[src/rtl/dual_dac_pkg.sv]
// shared constants for the dual converter serial loader
package dual_dac_pkg;
  localparam int          word_bits      = 16;   // command word length
  localparam int          data_bits      = 8;    // data byte width
  localparam int          load_a_pos     = 8;    // load channel a flag
  localparam int          load_b_pos     = 9;    // load channel b flag
  localparam int          spare_4_pos    = 10;   // uncommitted, host sends 0
  localparam int          shut_a_pos     = 11;   // shutdown channel a flag
  localparam int          shut_b_pos     = 12;   // shutdown channel b flag
  localparam int          spare_3_pos    = 13;   // uncommitted, host sends 1
  localparam int          sync_stages    = 2;    // pin synchroniser depth
  localparam logic [15:0] word_reset     = 16'h0000; // shift register clear
  localparam logic [7:0]  data_reset     = 8'h00;    // model reset data value
  localparam logic        shut_reset     = 1'b1;     // model reset: shut down
  localparam int          core_clk_mhz   = 20;   // core clock rate
  localparam int          max_sclk_mhz   = 5;    // fastest serial clock
  // state of the frame tracker
  typedef enum logic [1:0]
  {
    st_idle  = 2'b00,
    st_frame = 2'b01
  } frame_e;
endpackage : dual_dac_pkg

[src/rtl/pin_sync.sv]
// two-stage synchroniser for one asynchronous pin
`timescale 1ns/1ps
`default_nettype none
module pin_sync
  import dual_dac_pkg::*;
(
  input  wire logic core_clk,
  input  wire logic arst_n,
  input  wire logic clk_en,
  input  wire logic init_level,
  input  wire logic pin_in,
  output logic      pin_sync_out
);
  // synchroniser flops, first only feeds the second
  typedef struct packed
  {
    logic meta;   // first stage
    logic sync;   // second stage
  } sync_s;
  sync_s st;       // registered state
  sync_s next_st;  // next state

  ////////////////////////////////////////////////////////////////////////
  // next value
  always_comb
  begin
    next_st      = st;
    next_st.meta = pin_in;
    next_st.sync = st.meta;
  end

  // register, frozen while enable is low
  always_ff @(posedge core_clk or negedge arst_n)
  begin
    if (!arst_n)
      st <= '0;
    else if (clk_en)
      st <= next_st;
  end

  assign pin_sync_out = st.sync;
  // init_level unused in reset since reset must be constant
  logic unused_init;
  assign unused_init = init_level;
endmodule : pin_sync
`default_nettype wire

[src/rtl/channel_out.sv]
// one converter channel: data hold and output enable with shutdown
`timescale 1ns/1ps
`default_nettype none
module channel_out
  import dual_dac_pkg::*;
(
  input  wire logic                 core_clk,
  input  wire logic                 arst_n,
  input  wire logic                 clk_en,
  input  wire logic                 apply,
  input  wire logic                 load_bit,
  input  wire logic                 shut_bit,
  input  wire logic [data_bits-1:0] data_byte,
  output logic [data_bits-1:0]      code,
  output logic                      out_en_n,
  output logic                      ref_connected
);
  // channel state
  typedef struct packed
  {
    logic [data_bits-1:0] code;  // stored data register
    logic                 shut;  // shutdown state
  } chan_s;
  chan_s st;       // registered state
  chan_s next_st;  // next state

  ////////////////////////////////////////////////////////////////////////
  // load and shutdown act independently on the command edge
  always_comb
  begin
    next_st = st;
    if (apply)
    begin
      if (load_bit)
        next_st.code = data_byte;      // RULE8
      next_st.shut = shut_bit;         // RULE12
    end
  end

  // register; reset value only a model stand-in, device has none
  always_ff @(posedge core_clk or negedge arst_n)
  begin
    if (!arst_n)
    begin
      st.code <= data_reset;           // RULE19
      st.shut <= shut_reset;
    end
    else if (clk_en)
      st <= next_st;
  end

  // output code kept through shutdown, only the enable and the reference connection drop
  assign code          = st.code;      // RULE15
  assign out_en_n      = st.shut;      // RULE14
  assign ref_connected = ~st.shut;     // RULE14
endmodule : channel_out
`default_nettype wire

[src/rtl/dual_dac_serial_loader.sv]
// serial command loader of a dual 8-bit voltage-output converter
`timescale 1ns/1ps
`default_nettype none
// How it works
// RULE1 - shift only while chip select is low
// RULE2 - shift data on each serial clock rise
// RULE3 - host keeps serial clock at most 5MHz
// RULE4 - sixteen bits msb first, control then data
// RULE5 - shifting continues across gaps with select low
// RULE6 - apply command on chip select rising edge
// RULE7 - every control bit acts on its own
// RULE8 - load a copies data into channel a
// RULE9 - load b copies data into channel b
// RULE10 - both channels share one data byte
// RULE11 - no load flags leaves registers alone
// RULE12 - shutdown a flag sets channel a state
// RULE13 - shutdown b flag sets channel b state
// RULE14 - shutdown floats output and isolates reference
// RULE15 - shutdown keeps stored data, restores on exit
// RULE16 - load and shutdown act in same word
// RULE17 - host sends spare three one, four zero
// RULE18 - straight binary code, output ref times d/256
// RULE19 - no power-on reset, state undefined; model reset loads data 0, shut down
// RULE20 - host writes both channels after power-up
// RULE21 - host uses clock idle low, mode zero
// RULE22 - host toggles clock only when sending; the bench host noise task also toggles it while deselected
// RULE23 - apply the last sixteen bits shifted
module dual_dac_serial_loader
  import dual_dac_pkg::*;
(
  input  wire logic                 core_clk,
  input  wire logic                 arst_n,
  input  wire logic                 clk_en,
  input  wire logic                 chip_select_n,
  input  wire logic                 serial_clock_pin,
  input  wire logic                 serial_data_pin,
  output logic [data_bits-1:0]      channel_a_code,
  output logic [data_bits-1:0]      channel_b_code,
  output logic                      channel_a_output_en_n,
  output logic                      channel_b_output_en_n,
  output logic                      channel_a_ref_connected,
  output logic                      channel_b_ref_connected,
  output logic                      command_applied,
  output logic [word_bits-1:0]      serial_command_word
);
  // serial clock must be slow enough for the core to see both edges
  localparam int min_core_per_sclk = core_clk_mhz / max_sclk_mhz; // RULE3

  ////////////////////////////////////////////////////////////////////////
  // pin synchronisers
  logic cs_n_s;   // synchronised chip select
  logic sclk_s;   // synchronised serial clock
  logic din_s;    // synchronised serial data

  pin_sync u_sync_cs
  (
    .core_clk     (core_clk),
    .arst_n       (arst_n),
    .clk_en       (clk_en),
    .init_level   (1'b1),
    .pin_in       (chip_select_n),
    .pin_sync_out (cs_n_s)
  );

  pin_sync u_sync_sclk
  (
    .core_clk     (core_clk),
    .arst_n       (arst_n),
    .clk_en       (clk_en),
    .init_level   (1'b0),
    .pin_in       (serial_clock_pin),
    .pin_sync_out (sclk_s)
  );

  pin_sync u_sync_din
  (
    .core_clk     (core_clk),
    .arst_n       (arst_n),
    .clk_en       (clk_en),
    .init_level   (1'b0),
    .pin_in       (serial_data_pin),
    .pin_sync_out (din_s)
  );

  ////////////////////////////////////////////////////////////////////////
  // block state
  typedef struct packed
  {
    frame_e               state;    // idle or in frame
    logic                 sclk_d;   // delayed serial clock for edge find
    logic                 cs_n_d;   // delayed chip select for edge find
    logic [word_bits-1:0] shift;    // input shift register
    logic                 apply;    // one-cycle command strobe
    logic [sync_stages-1:0] settle; // pin synchronisers filled since reset
  } top_s;
  top_s st;       // registered state
  top_s next_st;  // next state

  logic sclk_rise;   // serial clock rising edge
  logic cs_rise;     // chip select rising edge

  assign sclk_rise = sclk_s & ~st.sclk_d;
  assign cs_rise   = cs_n_s & ~st.cs_n_d;

  ////////////////////////////////////////////////////////////////////////
  // frame tracking and shifting
  always_comb
  begin
    next_st        = st;
    next_st.sclk_d = sclk_s;
    next_st.cs_n_d = cs_n_s;
    next_st.apply  = 1'b0;
    // ones walk up as the synchroniser pipes fill after reset
    next_st.settle = {st.settle[sync_stages-2:0], 1'b1};
    case (st.state)
      st_idle:
      begin
        // clock activity ignored while deselected; synchronisers reset
        // to zero, so chip select only counts once their pipes are full
        if (!cs_n_s && st.settle[sync_stages-1])             // RULE1
          next_st.state = st_frame;
      end
      st_frame:
      begin
        if (cs_rise)
        begin
          // command edge: use last sixteen bits
          next_st.apply = 1'b1;                              // RULE6 RULE23
          next_st.state = st_idle;
        end
        else if (sclk_rise)
          // msb first, new bit enters at the bottom; gaps just wait
          next_st.shift = {st.shift[word_bits-2:0], din_s};  // RULE2 RULE4 RULE5
      end
      default:
        next_st.state = st_idle;
    endcase
  end

  // register, frozen while enable is low
  always_ff @(posedge core_clk or negedge arst_n)
  begin
    if (!arst_n)
    begin
      st.state  <= st_idle;
      st.sclk_d <= 1'b0;
      st.cs_n_d <= 1'b1;
      st.shift  <= word_reset;
      st.apply  <= 1'b0;
      st.settle <= '0;
    end
    else if (clk_en)
      st <= next_st;
  end

  ////////////////////////////////////////////////////////////////////////
  // channels: shared data byte, independent flags
  logic [data_bits-1:0] data_byte;   // low byte of the word
  assign data_byte = st.shift[data_bits-1:0];                // RULE10 RULE18

  channel_out u_chan_a
  (
    .core_clk      (core_clk),
    .arst_n        (arst_n),
    .clk_en        (clk_en),
    .apply         (st.apply),
    .load_bit      (st.shift[load_a_pos]),                   // RULE7 RULE11
    .shut_bit      (st.shift[shut_a_pos]),                   // RULE16
    .data_byte     (data_byte),
    .code          (channel_a_code),
    .out_en_n      (channel_a_output_en_n),
    .ref_connected (channel_a_ref_connected)
  );

  channel_out u_chan_b
  (
    .core_clk      (core_clk),
    .arst_n        (arst_n),
    .clk_en        (clk_en),
    .apply         (st.apply),
    .load_bit      (st.shift[load_b_pos]),                   // RULE9
    .shut_bit      (st.shift[shut_b_pos]),                   // RULE13
    .data_byte     (data_byte),
    .code          (channel_b_code),
    .out_en_n      (channel_b_output_en_n),
    .ref_connected (channel_b_ref_connected)
  );

  // visibility of the word and the strobe
  assign command_applied     = st.apply;
  assign serial_command_word = st.shift;
endmodule : dual_dac_serial_loader
`default_nettype wire

[config.mk]
export PLATFORM = sky130hd
export DESIGN_NAME = dual_dac_serial_loader
export DESIGN_NICKNAME = d
export VERILOG_FILES = /design/src/rtl/dual_dac_pkg.sv /design/src/rtl/pin_sync.sv /design/src/rtl/channel_out.sv /design/src/rtl/dual_dac_serial_loader.sv
export SDC_FILE = /design/constraint.sdc
export NUM_CORES = 1
export LEC_CHECK = 0
export BUFFER_PORTS_ARGS = -buffer_cell sky130_fd_sc_hd__buf_2
export CELL_PAD_IN_SITES_DETAIL_PLACEMENT = 1
export CELL_PAD_IN_SITES_GLOBAL_PLACEMENT = 1
export CORE_MARGIN = 2
export CORE_UTILIZATION = 40
export CTS_BUF_LIST = sky130_fd_sc_hd__clkbuf_4 sky130_fd_sc_hd__clkbuf_8
export DETAILED_ROUTE_END_ITERATION = 6
export PLACE_DENSITY = 0.74
export REMOVE_ABC_BUFFERS = 1
export SYNTH_ARGS = -nofsm -noshare
export SYNTH_HDL_FRONTEND = slang
export SYNTH_HIERARCHICAL = 1
export SYNTH_SLANG_ARGS = --single-unit
[constraint.sdc]
create_clock -name core_clk -period 1.6 [get_ports core_clk]
set_input_delay 0.24 -clock core_clk [delete_from_list [all_inputs] [get_ports core_clk]]
set_output_delay 0.24 -clock core_clk [all_outputs]
set_load 0.02 [all_outputs]
==> impl_metrics.tcl, run 1 <==
set metrics [dict create \
    area_delta_synth_final_pct 14.4 \
    clk_pin_slew_ns 0.08 \
    p_leak_nw 1.15 \
    cts_tree "built" \
    ir_drop_uv 569 \
    post-route-min-period_ns 1.51 \
    grt-ovfl-total 0 \
    relSlewSlack_pct 70.6 \
    routed_wl_microns 3440 \
    grt_max_degree 29 \
    worstSetupEndpointType "register" \
    regArea_sq_mm 0.00115 \
    yosys_warnings 6 \
    holdPathEnd "u_sync_sclk/next_st[0]" \
    setup_violations 0 \
    seqPwrFrac_pct 55.5 \
    p_clk_share_pct 28.2 \
    period_share_pct 94.4 \
    cts-resized-gates 0 \
    fin_skew_ns 0.0102 \
    initial_core_util_pct 41.4 \
    crit_slowest_cell "dfstp_2" \
    synthCells 122 \
    dieWidth_microns 73.7 \
    layout-drive-gt1-share_pct 66.3 \
    clock_latency_ns 0.30 \
    place_congestion 0.653 \
    cp_max_fo 8 \
    clockRootBuffer "clkbuf_8" \
    viasPerCell 4.95 \
    cts_buffer_depth 2 \
    hold_viol_final 0 \
    antenna_found_initial 0 \
    fp.coreArea_sq_mm 0.00469 \
    p_int_w 0.00179 \
    gr-max-usage-layer "met2" \
    drt-pass1-iter-count 2 \
    r2r_cells 4 \
    fin_area_sq_mm 0.00222 \
    drv_cap 0 \
    grtUsageMet3_pct 2.61 \
    die-area_sq_mm 0.00542 \
    cts-buffers-inserted 5 \
    routedWlPerCell_microns 16.1 \
    hold_path.class "in2reg" \
    cts.sinks 46 \
    worstHoldStart "serial_clock_pin" \
    share_comb_of_total_power_pct 16.4 \
    critical_path_class "reg2reg" \
    status "finished clean" \
    portBuffers 42 \
    rrSetupSlack_ns 0.09 \
    tightest_slew_ns 0.440 \
    arrival_ns 1.70 \
    finalMaxSlewViolations 0 \
    path_cells "nor2b_1, and4bb_1, buf_4, mux2_2" \
    post-route-drc-count 0 \
    grt_use_total_pct 13.8 \
    cp-startpoint "st[19]" \
    grt.met1_usage_pct 15.9 \
    fillers 490 \
    rows 25 \
    power_density_mw_per_mm2 1150 \
    hpwlAfterDp_microns 2520 \
    multi_input_area_sq_um 623 \
    max_freq_mhz 662 \
    num_vias 1059 \
    drtAntennaViolNets 0 \
    first_global_vias 1150 \
    rsz0062_at_grt "no" \
    cp_slowest_stage_delay_ns 0.54 \
    io-pin-count 43 \
    diodes 0 \
    reg2reg_from "st[19]" \
    die_h_microns 73.7 \
    startpoint_type "register" \
    p_sw_w 0.000758 \
    r2r_end "serial_command_word[5]" \
    holdPathStages 2 \
    place_area_sq_mm 0.00212 \
    htreeDepth 2 \
    grt_pass1_wl_microns 5580 \
    power_w 0.00255 \
    swShare_pct 29.8 \
    syn_avg_cell_area_sq_um 15.9 \
    drtIter0Drc 38 \
    netlist_area_sq_mm 0.00194 \
    grt.met2_usage_pct 24.1 \
    nNetsFinal 165 \
    cp.required_ns 1.79 \
]
## how the worst max path moves through the flow
stage                     cells past startpoint  slack, ns                      end
final                                         4       0.09   serial_command_word[5]
after global routing                          4       0.02   serial_command_word[0]
after CTS                                     4       0.07   serial_command_word[5]
after detailed placement                      4       0.08   serial_command_word[2]
after global placement                        4       0.13  serial_command_word[15]
after floorplan                               3      -0.21   serial_command_word[0]
## routing by layer
metal  vias to the layer above  routed length (microns)
li1                        479                        -
met1                       551                     1460
met4                         0                       68
met3                         7                       89
met5                         -                        0
met2                        22                     1820
## cells in the final DEF, fill, tap and decap left out, types with 2 or more instances in the layout
| cell type | instances |
|---|---|
| dfrtp_1 | 43 |
| buf_2 | 42 |
| mux2_2 | 33 |
| mux2_4 | 10 |
| clkbuf_8 | 5 |
| buf_4 | 4 |
| inv_1 | 3 |
| dfstp_2 | 3 |
| o21ai_0 | 2 |
| nand3_4 | 2 |
| nand2_1 | 2 |
## layout make-up
type                    count  share of cell area, %
clock buffers               5                   3.10
multi-input cells          55                   28.1
flip-flops and latches     46                   52.0
inverters                   3                  0.507
well taps                  54                   3.04
repair buffers             48                   12.2
clock inverters             3                   1.13
## power by group through the flow
stage          Combinational (W)  Sequential [W]  Clock [W]
2_1_floorplan           0.000162         0.00149          0
3_3_place_gp            0.000406         0.00142          0
3_5_place_dp            0.000420         0.00143          0
4_1_cts                 0.000426         0.00142   0.000750
5_1_grt                 0.000447         0.00144   0.000782
6_report                0.000417         0.00141   0.000717
## metrics by stage
stage	utilization, %	instances	TNS [ns]	setup WS (ns)	hold slack [ns]
2_1_floorplan	-	104	-2.84	-0.211	-0.0556
3_3_place_gp	45.1	205	0	0.127	0.201
3_5_place_dp	45.1	205	0	0.0831	0.210
4_1_cts	47.3	214	0	0.0687	0.164
5_1_grt	47.3	214	0	0.0241	0.183
6_report	47.3	214	0	0.0903	0.177
## sequential cells by signal (all words and copies together) (netlist names)
name                      count
command_applied               1
next_st                       1
serial_command_word          16
st                            4
u_chan_a/code                 8
u_chan_a/out_en_n             1
u_chan_b/code                 8
u_chan_b/out_en_n             1
u_sync_cs/next_st             1
u_sync_cs/pin_sync_out        1
u_sync_din/next_st            1
u_sync_din/pin_sync_out       1
u_sync_sclk/next_st           1
u_sync_sclk/pin_sync_out      1
## critical path, delay by kind of cell (launching register included)
family	cells	cell delay (ns)
buffers and inverters	1	0.19
flip-flops	1	0.54
multiplexers	1	0.35
AND/OR/NAND/NOR	2	0.33
## timing repair
item	4_1_cts	5_1_grt
buffers inserted	0	0
hold endpoints to repair	16	0
endpoints found under the setup margin	0	0
hold buffers	1	0
(Power assumes the default switching activity.)
==> inputs of run 2 (changes only) <==
CORE_MARGIN = 5   (was 2)
GPL_TIMING_DRIVEN = 1   (was default)
==> run 2 against run 1 <==
Net effect:
- wire length rose by 3.5%
- critical path depth unchanged
- combinational power grew 2%
- critical path type unchanged
- global-route usage fell by 1.3 points
- worst hold slack got worse by 0.011 ns
==> impl_metrics.tcl, run 2 (synthesized netlist as in run 1, its figures left out) <==
set metrics [dict create \
    r2r_cells 4 \
    fin_skew_ns 0.00782 \
    max_freq_mhz 645 \
    fp.coreArea_sq_mm 0.00472 \
    hold_viol_final 0 \
    layout-drive-gt1-share_pct 66.0 \
    seqPwrFrac_pct 51.9 \
    arrival_ns 1.74 \
    cts-buffers-inserted 5 \
    place_inst 217 \
    worstHoldStart "serial_data_pin" \
    die-area_sq_mm 0.00634 \
    die_h_microns 79.7 \
    cts_tree "built" \
    clockRootBuffer "clkbuf_8" \
    layout_commonest_cell "dfrtp_1" \
    clock_latency_ns 0.30 \
    setup_violations 0 \
    share_comb_of_total_power_pct 15.7 \
    area_delta_synth_final_pct 16.6 \
    nNetsFinal 164 \
    holdPathStages 2 \
    holdPathEnd "u_sync_din/next_st[0]" \
    first_global_vias 1128 \
    crit_buf_inv 1 \
    startpoint_type "register" \
    cp_max_fo 16 \
    hold_path.class "in2reg" \
    p_int_w 0.00196 \
    post-route-drc-count 0 \
    viasPerCell 4.58 \
    largest_register_ffs 16 \
    cp.required_ns 1.79 \
    power_density_mw_per_mm2 1200 \
    drv_cap 0 \
    relSlewSlack_pct 74.2 \
    rows 25 \
    drtIter0Drc 23 \
    post-route-min-period_ns 1.55 \
    place_area_sq_mm 0.00214 \
    drtAntennaViolNets 0 \
    drt-pass1-iter-count 3 \
    fin_cells 226 \
    routed_wl_microns 3560 \
    crit_slowest_cell "dfstp_2" \
    rsz0062_at_grt "no" \
    rrSetupSlack_ns 0.05 \
    swShare_pct 27.6 \
    portBuffers 42 \
    place_congestion 0.763 \
    grt_pass1_wl_microns 5880 \
    grt_max_degree 21 \
    r2r_end "serial_command_word[2]" \
    io-pin-count 43 \
    path_cells "nor2b_1, and4bb_1, buf_12, mux2_2" \
    critical_path_class "reg2reg" \
    layout_common_cells "43 x dfrtp_1, 42 x buf_2, 33 x mux2_2" \
    clk_pin_slew_ns 0.08 \
    period_share_pct 96.9 \
    dieWidth_microns 79.7 \
    cp_slowest_stage_delay_ns 0.55 \
    initial_core_util_pct 41.1 \
    cp_top_family "flip-flops" \
    p_leak_nw 1.16 \
    diodes 0 \
    finalMaxSlewViolations 0 \
    ir_drop_uv 458 \
    num_vias 1036 \
    grt_use_total_pct 12.4 \
    cts.sinks 46 \
    antenna_found_initial 0 \
    tightest_slew_ns 0.388 \
    p_clk_share_pct 32.4 \
    cts_buffer_depth 2 \
    p_sw_w 0.000746 \
    htreeDepth 2 \
    hpwlAfterDp_microns 2600 \
    routedWlPerCell_microns 15.8 \
    cts-resized-gates 0 \
    status "finished clean" \
    fin_area_sq_mm 0.00226 \
    reg2reg_from "st[19]" \
    worstSetupEndpointType "register" \
    grt-ovfl-total 0 \
]
[run 2: cell types whose count changed in the layout (fill, tap and decap cells not counted), sizes merged]
cell	delta
buf	-1
bufinv	+1
clkbuf	+1
clkinv	-1
inv	-1
[run 2: cell type report]
class / count / area (sq um)
Tap cell: 67 / 83.8
Clock buffer: 6 / 76.3
Fill cell: 480 / 2460
Multi-Input combinational cell: 55 / 623
Timing Repair Buffer: 47 / 275
Sequential cell: 46 / 1150
Clock inverter: 2 / 37.5
Inverter: 3 / 11.3
[run 2: timing repair]
item | in CTS | in global routing
hold endpoints to repair | 11 | 0
buffers inserted | 0 | 0
hold buffers | 1 | 0
[run 2: how the worst max path moves through the flow]
stage | endpoint | from | cells past startpoint
3_5_place_dp | serial_command_word[2] | st[19] | 4
3_3_place_gp | serial_command_word[5] | st[19] | 4
4_1_cts | serial_command_word[2] | st[19] | 4
2_1_floorplan | serial_command_word[0] | st[19] | 3
6_report | serial_command_word[2] | st[19] | 4
5_1_grt | serial_command_word[2] | st[19] | 4
[run 2: power groups by stage]
stage	logic [W]	registers (W)	clock network, W
6_report	0.000425	0.00141	0.000877
5_1_grt	0.000454	0.00143	0.000944
4_1_cts	0.000434	0.00141	0.000903
3_5_place_dp	0.000428	0.00143	0
3_3_place_gp	0.000412	0.00142	0
2_1_floorplan	0.000162	0.00149	0
[run 2: per-layer routing]
layer / wire [microns] / track usage (%)
met3: 182 / 4.40
met5: 0 / 0
met2: 1870 / 20.7
met1: 1430 / 14.1
met4: 83 / 6.19
[run 2: worst reg2reg max path, cell delays in order (launching register included)]
cell and delay, ns:
dfstp_2 0.55, nor2b_1 0.06, and4bb_1 0.31, buf_12 0.17, mux2_2 0.35
[run 2: metrics by stage]
| step | hold WS, ns | setup slack (ns) | power, W | TNS, ns | utilization, % |
|---|---|---|---|---|---|
| 6_report | 0.166 | 0.0493 | 0.00271 | 0 | 47.9 |
| 3_5_place_dp | 0.179 | 0.0514 | 0.00186 | 0 | 45.3 |
| 4_1_cts | 0.152 | 0.0478 | 0.00275 | 0 | 47.9 |
| 2_1_floorplan | -0.0556 | -0.211 | 0.00166 | -2.84 | - |
| 5_1_grt | 0.166 | 0.0116 | 0.00283 | 0 | 47.9 |
| 3_3_place_gp | 0.168 | 0.0964 | 0.00183 | 0 | 45.3 |
